--- src/hdl/ouc_pkg.sv ---
// shared constants and carrier types of the octal uart global config block
package ouc_pkg;
   localparam logic [7:0] CFG_BASE       = 8'h80;
   localparam logic [7:0] OFF_SUMMARY    = 8'h80;
   localparam logic [7:0] OFF_SRC_LOW    = 8'h81;
   localparam logic [7:0] OFF_SRC_MID    = 8'h82;
   localparam logic [7:0] OFF_SRC_HIGH   = 8'h83;
   localparam logic [7:0] OFF_TIMER_CMD  = 8'h84;
   localparam logic [7:0] OFF_TIMER_SPR  = 8'h85;
   localparam logic [7:0] OFF_TCNT_LOW   = 8'h86;
   localparam logic [7:0] OFF_TCNT_HIGH  = 8'h87;
   localparam logic [7:0] OFF_EIGHTH     = 8'h88;
   localparam logic [7:0] OFF_QUARTER    = 8'h89;
   localparam logic [7:0] OFF_SOFT_RST   = 8'h8A;
   localparam logic [7:0] OFF_SLEEP      = 8'h8B;
   localparam logic [7:0] OFF_REVISION   = 8'h8C;
   localparam logic [7:0] OFF_IDENT      = 8'h8D;
   localparam logic [7:0] OFF_BCAST      = 8'h8E;
   localparam logic [3:0] CHAN_ISR_IDX   = 4'h2;
   localparam logic [3:0] CHAN_LSR_IDX   = 4'h5;
   localparam logic [3:0] CHAN_MSR_IDX   = 4'h6;
   localparam logic [3:0] CHAN_COMPAT_N  = 4'h8;
   localparam logic [2:0] SRC_NONE       = 3'h0;
   localparam logic [2:0] SRC_RX         = 3'h1;
   localparam logic [2:0] SRC_RX_TOUT    = 3'h2;
   localparam logic [2:0] SRC_TX         = 3'h3;
   localparam logic [2:0] SRC_MODEM      = 3'h4;
   localparam logic [2:0] SRC_TIMER      = 3'h7;
   localparam logic [3:0] TCMD_IRQ_EN    = 4'h1;
   localparam logic [3:0] TCMD_IRQ_DIS   = 4'h2;
   localparam logic [7:0] SLEEP_ALL      = 8'hFF;
   localparam logic [7:0] RST_BYTE       = 8'h00;
   localparam int         BCAST_BIT      = 0;

   typedef struct packed {
      logic rx_level;
      logic rx_timeout;
      logic line_err;
      logic tx_empty;
      logic modem_delta;
      logic special_evt;
      logic wake_evt;
      logic wake_covered;
   } ouc_chan_stat_t;

   typedef struct packed {
      logic rx_en;
      logic line_en;
      logic tx_en;
      logic modem_en;
   } ouc_chan_en_t;

   typedef struct packed {
      logic rx_level;
      logic rx_timeout;
      logic line;
      logic tx;
      logic modem;
      logic special;
      logic wake;
   } ouc_pend_t;

   typedef struct packed {
      logic line;
      logic tx;
      logic tx_prev;
      logic modem;
      logic special;
      logic wake;
   } ouc_latch_state_t;

   typedef struct packed {
      logic [7:0]  rdata;
      logic [7:0]  summary;
      logic [23:0] src;
      logic        irq;
      logic        timer_pend;
      logic        timer_irq_en;
      logic [3:0]  timer_cmd;
      logic        timer_cmd_stb;
      logic [15:0] timer_count;
      logic [7:0]  eighth;
      logic [7:0]  quarter;
      logic [7:0]  soft_rst;
      logic [7:0]  sleep_en;
      logic        bcast;
   } ouc_cfg_state_t;
endpackage

--- src/hdl/ouc_global_cfg.sv ---
// global configuration window and interrupt aggregation of the octal uart
// Function
// - configuration registers decode at 0x80 to 0x8F on the host bus.
// - eight channels occupy consecutive 16-byte windows, channel 0 lowest.
// - first eight locations of each channel window keep the classic layout.
// - summary register has one bit per channel, set while it requests service.
// - summary bit clears after reading the status register removing its cause.
// - three locator bytes hold 3-bit codes, channel N at bits 3N..3N+2.
// - summary and all locator bytes read zero after reset.
// - with several causes pending, the highest priority code is reported.
// - code zero means nothing pending or a sleep wake-up indication.
// - code 1 is receive level or line error; drain or line read clears.
// - code 2 is receive time-out, cleared by draining the receive queue.
// - code 3 is transmit ready, cleared by reading interrupt status.
// - code 4 is modem change, flow or special character event.
// - code 7 is timer time-out, channel 0 only, cleared by command read.
// - channel causes are gated by that channel's own enable register.
// - timer and wake interrupts are masked by timer command and sleep enable.
// - wake interrupt only when all eight channels had been put to sleep.
// - two per-channel bit registers choose 16x, 8x or 4x sampling.
// - write-only per-channel soft reset; broadcast bit writes all channels.
// - read-only identification code and silicon revision registers.
// - unenabled wake-up still interrupts, reads as none, clears on status read.
// - timer command reads 0x01 while a timer interrupt pends, else 0x00.
`timescale 1ns/1ns
module ouc_global_cfg
   import ouc_pkg::*;
#(
   parameter logic [7:0] DEV_IDENT   = 8'hA5,
   parameter logic [7:0] SILICON_REV = 8'h01
)
(
   input  wire logic                  clk_sys,
   input  wire logic                  rst,
   input  wire logic                  bus_rd,
   input  wire logic                  bus_wr,
   input  wire logic [7:0]            bus_addr,
   input  wire logic [7:0]            bus_wdata,
   output logic [7:0]                 bus_rdata,
   output logic [7:0]                 chan_sel,
   output logic                       chan_rd,
   output logic                       chan_wr,
   output logic [3:0]                 chan_index,
   output logic                       chan_compat,
   output logic [7:0]                 chan_wdata,
   input  wire logic [7:0][7:0]       chan_rdata,
   input  wire ouc_chan_stat_t [7:0]  chan_stat,
   input  wire ouc_chan_en_t [7:0]    chan_en,
   input  wire logic                  timer_timeout,
   output logic [3:0]                 timer_cmd,
   output logic                       timer_cmd_stb,
   output logic [15:0]                timer_count,
   output logic [7:0]                 eighth_rate_sel,
   output logic [7:0]                 quarter_rate_sel,
   output logic [7:0]                 chan_soft_reset,
   output logic [7:0]                 sleep_enable,
   output logic                       irq
);
   // arbitrary identification value above; not tied to any real part

   ouc_cfg_state_t  st;
   ouc_cfg_state_t  next_st;
   logic            cfg_hit;
   logic            chan_hit;
   logic [2:0]      chan_num;
   logic [7:0]      win_sel;
   logic [7:0]      isr_rd;
   logic [7:0]      lsr_rd;
   logic [7:0]      msr_rd;
   logic            sleep_all;
   logic            timer_rd;
   logic            timer_set;
   logic [7:0]      req_now;
   logic [23:0]     src_now;
   ouc_pend_t [7:0] pend;

   // address decode
   assign cfg_hit  = bus_addr[7:4] == CFG_BASE[7:4];
   assign chan_hit = ~bus_addr[7];
   assign chan_num = bus_addr[6:4];
   assign win_sel  = 8'h01 << chan_num;

   // channel window pass-through; broadcast bit widens writes
   always_comb
   begin
      chan_sel = 8'h00;
      if (chan_hit & bus_wr & st.bcast)
      begin
         chan_sel = 8'hFF;
      end
      else if (chan_hit & (bus_rd | bus_wr))
      begin
         chan_sel = win_sel;
      end
   end

   assign chan_rd     = chan_hit & bus_rd;
   assign chan_wr     = chan_hit & bus_wr;
   assign chan_index  = bus_addr[3:0];
   assign chan_compat = bus_addr[3:0] < CHAN_COMPAT_N;
   assign chan_wdata  = bus_wdata;

   // clear-on-read strobes towards the cause latches
   assign isr_rd    = (chan_rd && chan_index == CHAN_ISR_IDX) ? win_sel : 8'h00;
   assign lsr_rd    = (chan_rd && chan_index == CHAN_LSR_IDX) ? win_sel : 8'h00;
   assign msr_rd    = (chan_rd && chan_index == CHAN_MSR_IDX) ? win_sel : 8'h00;
   assign sleep_all = st.sleep_en == SLEEP_ALL;
   assign timer_rd  = bus_rd && bus_addr == OFF_TIMER_CMD;
   assign timer_set = timer_timeout & st.timer_irq_en;

   // per-channel latches and encoders
   genvar g;
   generate
      for (g = 0; g < 8; g++)
      begin : g_chan
         ouc_cause_latch u_latch
         (
            .clk_sys   (clk_sys),
            .rst       (rst),
            .soft_rst  (st.soft_rst[g]),
            .stat      (chan_stat[g]),
            .en        (chan_en[g]),
            .isr_rd    (isr_rd[g]),
            .lsr_rd    (lsr_rd[g]),
            .msr_rd    (msr_rd[g]),
            .sleep_all (sleep_all),
            .pend      (pend[g])
         );
         ouc_src_encode #(
            .IS_CH0 (g == 0)
         ) u_enc
         (
            .pend       (pend[g]),
            .timer_pend (st.timer_pend),
            .code       (src_now[3*g +: 3]),
            .request    (req_now[g])
         );
      end
   endgenerate

   // register file
   always_comb
   begin
      next_st               = st;
      next_st.timer_cmd_stb = 1'b0;
      next_st.soft_rst      = 8'h00;
      next_st.summary       = req_now;
      next_st.src           = src_now;
      next_st.irq           = |req_now;
      next_st.timer_pend    = (st.timer_pend & ~timer_rd) | timer_set;
      if (bus_wr & cfg_hit)
      begin
         unique case (bus_addr)
            OFF_TIMER_CMD:
            begin
               next_st.timer_cmd     = bus_wdata[3:0];
               next_st.timer_cmd_stb = 1'b1;
               if (bus_wdata[3:0] == TCMD_IRQ_EN)
               begin
                  next_st.timer_irq_en = 1'b1;
               end
               else if (bus_wdata[3:0] == TCMD_IRQ_DIS)
               begin
                  next_st.timer_irq_en = 1'b0;
               end
            end
            OFF_TCNT_LOW:  next_st.timer_count[7:0]  = bus_wdata;
            OFF_TCNT_HIGH: next_st.timer_count[15:8] = bus_wdata;
            OFF_EIGHTH:    next_st.eighth            = bus_wdata;
            OFF_QUARTER:   next_st.quarter           = bus_wdata;
            OFF_SOFT_RST:  next_st.soft_rst          = bus_wdata;
            OFF_SLEEP:     next_st.sleep_en          = bus_wdata;
            OFF_BCAST:     next_st.bcast             = bus_wdata[BCAST_BIT];
            default:       next_st.rdata             = st.rdata;
         endcase
      end
      if (bus_rd & chan_hit)
      begin
         next_st.rdata = chan_rdata[chan_num];
      end
      else if (bus_rd & cfg_hit)
      begin
         unique case (bus_addr)
            OFF_SUMMARY:   next_st.rdata = st.summary;
            OFF_SRC_LOW:   next_st.rdata = st.src[7:0];
            OFF_SRC_MID:   next_st.rdata = st.src[15:8];
            OFF_SRC_HIGH:  next_st.rdata = st.src[23:16];
            OFF_TIMER_CMD: next_st.rdata = {7'h00, st.timer_pend};
            OFF_TCNT_LOW:  next_st.rdata = st.timer_count[7:0];
            OFF_TCNT_HIGH: next_st.rdata = st.timer_count[15:8];
            OFF_EIGHTH:    next_st.rdata = st.eighth;
            OFF_QUARTER:   next_st.rdata = st.quarter;
            OFF_SLEEP:     next_st.rdata = st.sleep_en;
            OFF_REVISION:  next_st.rdata = SILICON_REV;
            OFF_IDENT:     next_st.rdata = DEV_IDENT;
            OFF_BCAST:     next_st.rdata = {7'h00, st.bcast};
            default:       next_st.rdata = RST_BYTE;
         endcase
      end
   end

   always_ff @(posedge clk_sys)
   begin
      if (rst)
      begin
         st <= '0;
      end
      else
      begin
         st <= next_st;
      end
   end

   assign bus_rdata        = st.rdata;
   assign timer_cmd        = st.timer_cmd;
   assign timer_cmd_stb    = st.timer_cmd_stb;
   assign timer_count      = st.timer_count;
   assign eighth_rate_sel  = st.eighth;
   assign quarter_rate_sel = st.quarter;
   assign chan_soft_reset  = st.soft_rst;
   assign sleep_enable     = st.sleep_en;
   assign irq              = st.irq;

   // checks
   irq_follows_a: assert property (@(posedge clk_sys) disable iff (rst)
      (|req_now) |=> irq ##0 (st.summary != 8'h00))
      else $error("interrupt output did not follow summary");

   reset_zero_a: assert property (@(posedge clk_sys)
      rst |=> (st.summary == 8'h00) && (st.src == 24'h000000) && !irq)
      else $error("interrupt registers not zero after reset");

   timer_only_ch0_a: assert property (@(posedge clk_sys) disable iff (rst)
      st.timer_pend && !(|st.summary[7:1]) |-> st.src[23:3] != {7{SRC_TIMER}})
      else $error("timer code seen outside channel 0");

   timer_readback_a: assert property (@(posedge clk_sys) disable iff (rst)
      (bus_rd && bus_addr == OFF_TIMER_CMD) |=> bus_rdata == {7'h00, $past(st.timer_pend)})
      else $error("timer command readback wrong");

   timer_clear_a: assert property (@(posedge clk_sys) disable iff (rst)
      (timer_rd && !timer_timeout) |=> !st.timer_pend ##1 (st.src[2:0] != SRC_TIMER))
      else $error("timer interrupt not cleared by read");

   timer_mask_a: assert property (@(posedge clk_sys) disable iff (rst)
      (!st.timer_pend && !st.timer_irq_en) |=> !st.timer_pend)
      else $error("masked timer interrupt became pending");

   chan_decode_a: assert property (@(posedge clk_sys) disable iff (rst)
      (bus_rd && !bus_addr[7]) |-> chan_sel == (8'h01 << bus_addr[6:4]))
      else $error("channel window decode wrong");

   rate_write_a: assert property (@(posedge clk_sys) disable iff (rst)
      (bus_wr && bus_addr == OFF_EIGHTH) |=> eighth_rate_sel == $past(bus_wdata))
      else $error("eighth rate register not written");

   soft_pulse_a: assert property (@(posedge clk_sys) disable iff (rst)
      (bus_wr && bus_addr == OFF_SOFT_RST) |=> chan_soft_reset == $past(bus_wdata)
      ##1 chan_soft_reset == 8'h00)
      else $error("soft reset not a single pulse");

   bcast_write_a: assert property (@(posedge clk_sys) disable iff (rst)
      (bus_wr && !bus_addr[7] && st.bcast) |-> chan_sel == 8'hFF)
      else $error("broadcast write missed a channel");

   code_none_a: assert property (@(posedge clk_sys) disable iff (rst)
      (st.summary[0] == 1'b0) |-> st.src[2:0] == SRC_NONE)
      else $error("source code set without summary bit");

   ident_read_a: assert property (@(posedge clk_sys) disable iff (rst)
      (bus_rd && bus_addr == OFF_IDENT) |=> bus_rdata == DEV_IDENT)
      else $error("identification read wrong");
endmodule // ouc_global_cfg

--- src/hdl/ouc_cause_latch.sv ---
// per-channel interrupt cause latches with clear-on-read
`timescale 1ns/1ns
module ouc_cause_latch
   import ouc_pkg::*;
(
   input  wire logic           clk_sys,
   input  wire logic           rst,
   input  wire logic           soft_rst,
   input  wire ouc_chan_stat_t stat,
   input  wire ouc_chan_en_t   en,
   input  wire logic           isr_rd,
   input  wire logic           lsr_rd,
   input  wire logic           msr_rd,
   input  wire logic           sleep_all,
   output ouc_pend_t           pend
);
   ouc_latch_state_t st;
   ouc_latch_state_t next_st;

   always_comb
   begin
      next_st         = st;
      next_st.tx_prev = stat.tx_empty;
      // set wins over read clear below; soft reset wins over set
      next_st.line    = (st.line & ~lsr_rd) | (stat.line_err & en.line_en);
      next_st.tx      = (st.tx & ~isr_rd) | (stat.tx_empty & ~st.tx_prev & en.tx_en);
      next_st.modem   = (st.modem & ~msr_rd) | (stat.modem_delta & en.modem_en);
      next_st.special = (st.special & ~isr_rd) | (stat.special_evt & en.modem_en);
      next_st.wake    = (st.wake & ~isr_rd)
                      | (stat.wake_evt & sleep_all & ~stat.wake_covered);
      if (soft_rst)
      begin
         next_st = '0;
      end
   end

   always_ff @(posedge clk_sys)
   begin
      if (rst)
      begin
         st <= '0;
      end
      else
      begin
         st <= next_st;
      end
   end

   assign pend.rx_level   = stat.rx_level & en.rx_en;
   assign pend.rx_timeout = stat.rx_timeout & en.rx_en;
   assign pend.line       = st.line;
   assign pend.tx         = st.tx;
   assign pend.modem      = st.modem;
   assign pend.special    = st.special;
   assign pend.wake       = st.wake;
endmodule // ouc_cause_latch

--- src/hdl/ouc_src_encode.sv ---
// per-channel priority encoder of the 3-bit source code
`timescale 1ns/1ns
module ouc_src_encode
   import ouc_pkg::*;
#(
   parameter bit IS_CH0 = 1'b0
)
(
   input  wire ouc_pend_t  pend,
   input  wire logic       timer_pend,
   output logic [2:0]      code,
   output logic            request
);
   logic timer_here;

   assign timer_here = IS_CH0 & timer_pend;

   always_comb
   begin
      if (pend.rx_level | pend.line)
      begin
         code = SRC_RX;
      end
      else if (pend.rx_timeout)
      begin
         code = SRC_RX_TOUT;
      end
      else if (pend.tx)
      begin
         code = SRC_TX;
      end
      else if (pend.modem | pend.special)
      begin
         code = SRC_MODEM;
      end
      else if (timer_here)
      begin
         code = SRC_TIMER;
      end
      else
      begin
         code = SRC_NONE;
      end
   end

   assign request = (code != SRC_NONE) | pend.wake;
endmodule // ouc_src_encode

--- config.mk ---
export PLATFORM = sky130hd
export DESIGN_NAME = ouc_global_cfg
export DESIGN_NICKNAME = d
export VERILOG_FILES = /design/src/hdl/ouc_pkg.sv /design/src/hdl/ouc_global_cfg.sv /design/src/hdl/ouc_cause_latch.sv /design/src/hdl/ouc_src_encode.sv
export SDC_FILE = /design/constraint.sdc
export NUM_CORES = 1
export LEC_CHECK = 0
export BUFFER_PORTS_ARGS = -buffer_cell sky130_fd_sc_hd__buf_2
export CORE_ASPECT_RATIO = 2
export CORE_MARGIN = 2
export CORE_UTILIZATION = 30
export DETAILED_ROUTE_END_ITERATION = 16
export PLACE_DENSITY = 0.64
export SLEW_MARGIN = 20
export SYNTH_ARGS = -nofsm -noshare
export SYNTH_HDL_FRONTEND = slang
export SYNTH_SLANG_ARGS = --single-unit
--- constraint.sdc ---
create_clock -name clk_sys -period 5.35 [get_ports clk_sys]
set_input_delay 1.07 -clock clk_sys [delete_from_list [all_inputs] [get_ports clk_sys]]
set_output_delay 1.07 -clock clk_sys [all_outputs]
set_load 0.005 [all_outputs]
==> reports/results.ini <==
[drt]
via_count = 6780
drt_drc_violations_left = 0
first_pass_iters = 5
wl_um = 27600
via_per_inst = 5.18
routedWlPerCell_um = 21.1
drt_iter0_drc = 302
drt.antenna.violating_nets = 0

[sta]
setup_viol = 0
rsz0062_at_grt = no
relSlewSlack = 0.443
min_period_over_period = 0.676
slew_viol_final = 0
finalSetupTns_ps = 0
fmax_mhz = 276
hold_violations = 0
fin_worst_skew_ps = 12.2
period_minus_slack_ps = 3620
worst_pin_slew_ps = 834

[synth]
ys_seq_elements = 145
synthSimpleGateAreaFrac = 0.210
syn_area_per_cell_sq_um = 8.60
synth.distinct_cells = 54
synth_xor_area_frac = 0
synth-adder-area-share = 0
synth_compound_area_frac = 0.152
syn_inst = 843
synth_warnings = 0
async_flop_share = 0
synthMuxAreaShare = 0.128
synthFlopType = dfxtp_1
synth_area_sq_um = 7250
synth_top_family_by_area = simple AND/OR/NAND/NOR gates
synthesis.nets = 1024
seq_area_frac_synth = 0.400
synth-edff-count = 0

[power_and_ir_drop]
power.share.clock = 0.449
swShare = 0.262
p_sw_uw = 695
seq_power_share = 0.431
p_int_uw = 1960
p_leak_uw = 0.00393
irDropWorstVdd_uv = 158
p_per_area_nw_per_um2 = 302
power_frac_comb = 0.119

[floorplanning]
initial_core_util = 0.304
die_x_um = 114
floorplan.rows = 80
core_area_sq_um = 23800
die_h_um = 224
pin_count = 266
die-area_sq_um = 25500

[finish]
nets = 1192
drive_above_1_share = 0.338
diodes = 0
finalInstanceArea_sq_um = 8810
syn2layout_area_growth_pct = 21.5

[worst_setup_path]
startpoint_type = input port
end_kind = output port
required_ps = 4280
path_max_fanout = 26
crit_arrival_ps = 2550
crit_type = in2out

[cts]
cts_tree = built
cts_buffers = 17
root_buffer = clkbuf_16
ctsHoldBuffers = 0
clk_path_buf_depth = 2
clk_pin_slew_worst_paths_ps = 60
clkLatencyLatePin_ps = 430
htreeDepth = 4
cts_resized = 0
post-cts-setup-buffer-count = 0
clock_sinks = 145

[grt]
antenna_found_initial = 0
grt_overflow = 0
grt_first_pass_wirelength_um = 40600
grt_pass1_vias = 6868
grt_max_degree = 59
grt_use_total = 0.217

[status]
outcome = complete, no violations

[place]
numPortBuffers = 265
place_area_sq_um = 8220
globalplace.congestion = 0.918
dp_hpwl_um = 22400

[run]
drv_cap = 0

[hold_path]
hp-class = reg2reg

-- critical path: stages --
cell and delay (ps):
buf_2 400, nor2b_1 420, nand2_1 280, a21oi_1 220
buf_2 140
-- layout by cell type (no fill, tap or decap), types with 4 or more instances in the layout --
cell	count
nand4_1	6
mux2i_1	57
nand2b_1	5
clkinv_4	5
nor2b_1	10
mux4_2	11
o21ai_0	37
nor2_1	87
nor4_1	4
clkbuf_16	17
a22oi_1	14
nand3_1	19
mux2_2	10
buf_2	264
nor3b_1	11
a21o_1	9
nor3_1	37
nand3b_1	8
and2_1	8
a211oi_1	7
inv_1	8
and3_1	5
or2_2	14
nand2_1	76
buf_4	6
dfxtp_1	145
a311oi_1	7
a31oi_1	12
a21oi_1	77
-- path summary, 6_finish.rpt --
check,startpoint,endpoint,slack (ps),cells after the start
setup reg to reg,g_chan[1].u_latch.pend[3],irq,3520,5
setup / recovery,bus_addr[5],chan_sel[3],1730,5
hold / removal,st[54],st[54],480,2
hold reg to reg,st[54],st[54],480,2
-- cell families after synthesis --
logic type,Yosys count
DFF,145
and+or+nand+nor,307
AOI/OAI and AO/OA,184
muxes,78
buffers and inverters,129
-- through the flow --
stage          utilization  total power, uW  hold slack (ps)  setup slack [ps]  std cells
2_1_floorplan            -             1340              446              2120        843
3_3_place_gp         0.345             1480              465              1730       1279
3_5_place_dp         0.345             1490              473              1680       1279
4_1_cts              0.370             2680              482              1710       1310
5_1_grt              0.370             2750              502              1570       1310
6_report             0.370             2660              479              1730       1310
-- per-layer routing --
layer,track usage,wire length [um],vias to the layer above
li1,-,-,3261
met1,0.224,9780,3183
met2,0.402,15000,256
met3,0.0281,1020,80
met4,0.141,1760,0
met5,0,0,-
-- Yosys cell counts, types with 2 or more instances --
library cell	count	share of area
dfxtp_1	145	0.40
nor2_1	87	0.045
a21oi_1	77	0.053
nand2_1	76	0.039
buf_4	74	0.077
mux2i_1	57	0.079
nor3_1	37	0.026
o21ai_0	37	0.026
clkbuf_1	26	0.013
nand3_1	19	0.013
a22oi_1	14	0.015
or2_2	14	0.012
a31oi_1	12	0.010
mux4_2	11	0.034
nor3b_1	11	0.011
buf_1	10	0.0052
mux2_2	10	0.016
nor2b_1	10	0.0086
a21o_1	9	0.0093
buf_2	9	0.0062
and2_1	8	0.0069
inv_1	8	0.0041
nand3b_1	8	0.0083
a211oi_1	7	0.0073
a311oi_1	7	0.0085
nand4_1	6	0.0052
and3_1	5	0.0043
nand2b_1	5	0.0043
nor4_1	4	0.0035
a2111oi_0	3	0.0036
o21bai_1	3	0.0031
o221ai_1	3	0.0036
or3_1	3	0.0026
or3b_2	3	0.0036
a32oi_1	2	0.0024
buf_6	2	0.0031
o21a_1	2	0.0021
o22ai_1	2	0.0017
o31ai_1	2	0.0021
-- state kept, by name (all words and copies together) (netlist names), 8 cells and up --
| register | count |
|---|---|
| quarter_rate_sel | 8 |
| st | 35 |
| chan_soft_reset | 8 |
| sleep_enable | 8 |
| bus_rdata | 8 |
| timer_count | 16 |
| g_chan.u_latch.st | 8 |
| eighth_rate_sel | 8 |
| g_chan.u_latch.pend | 40 |
-- final cells by class --
cell class	count	area, sq um
clock buffers	18	439
clock inverters	13	153
well taps	287	359
repair buffers	270	1370
multi-input cells	569	3560
flip-flops and latches	145	2900
fillers	2543	15000
inverters	8	30.0
-- power groups by stage --
stage	registers (uW)	clock network [uW]	logic (uW)
global route	1150	1260	347
finish	1150	1190	317
global placement	1170	0	314
detailed placement	1170	0	318
CTS	1150	1220	319
floorplan	1160	0	182
(Power assumes the default switching activity.)
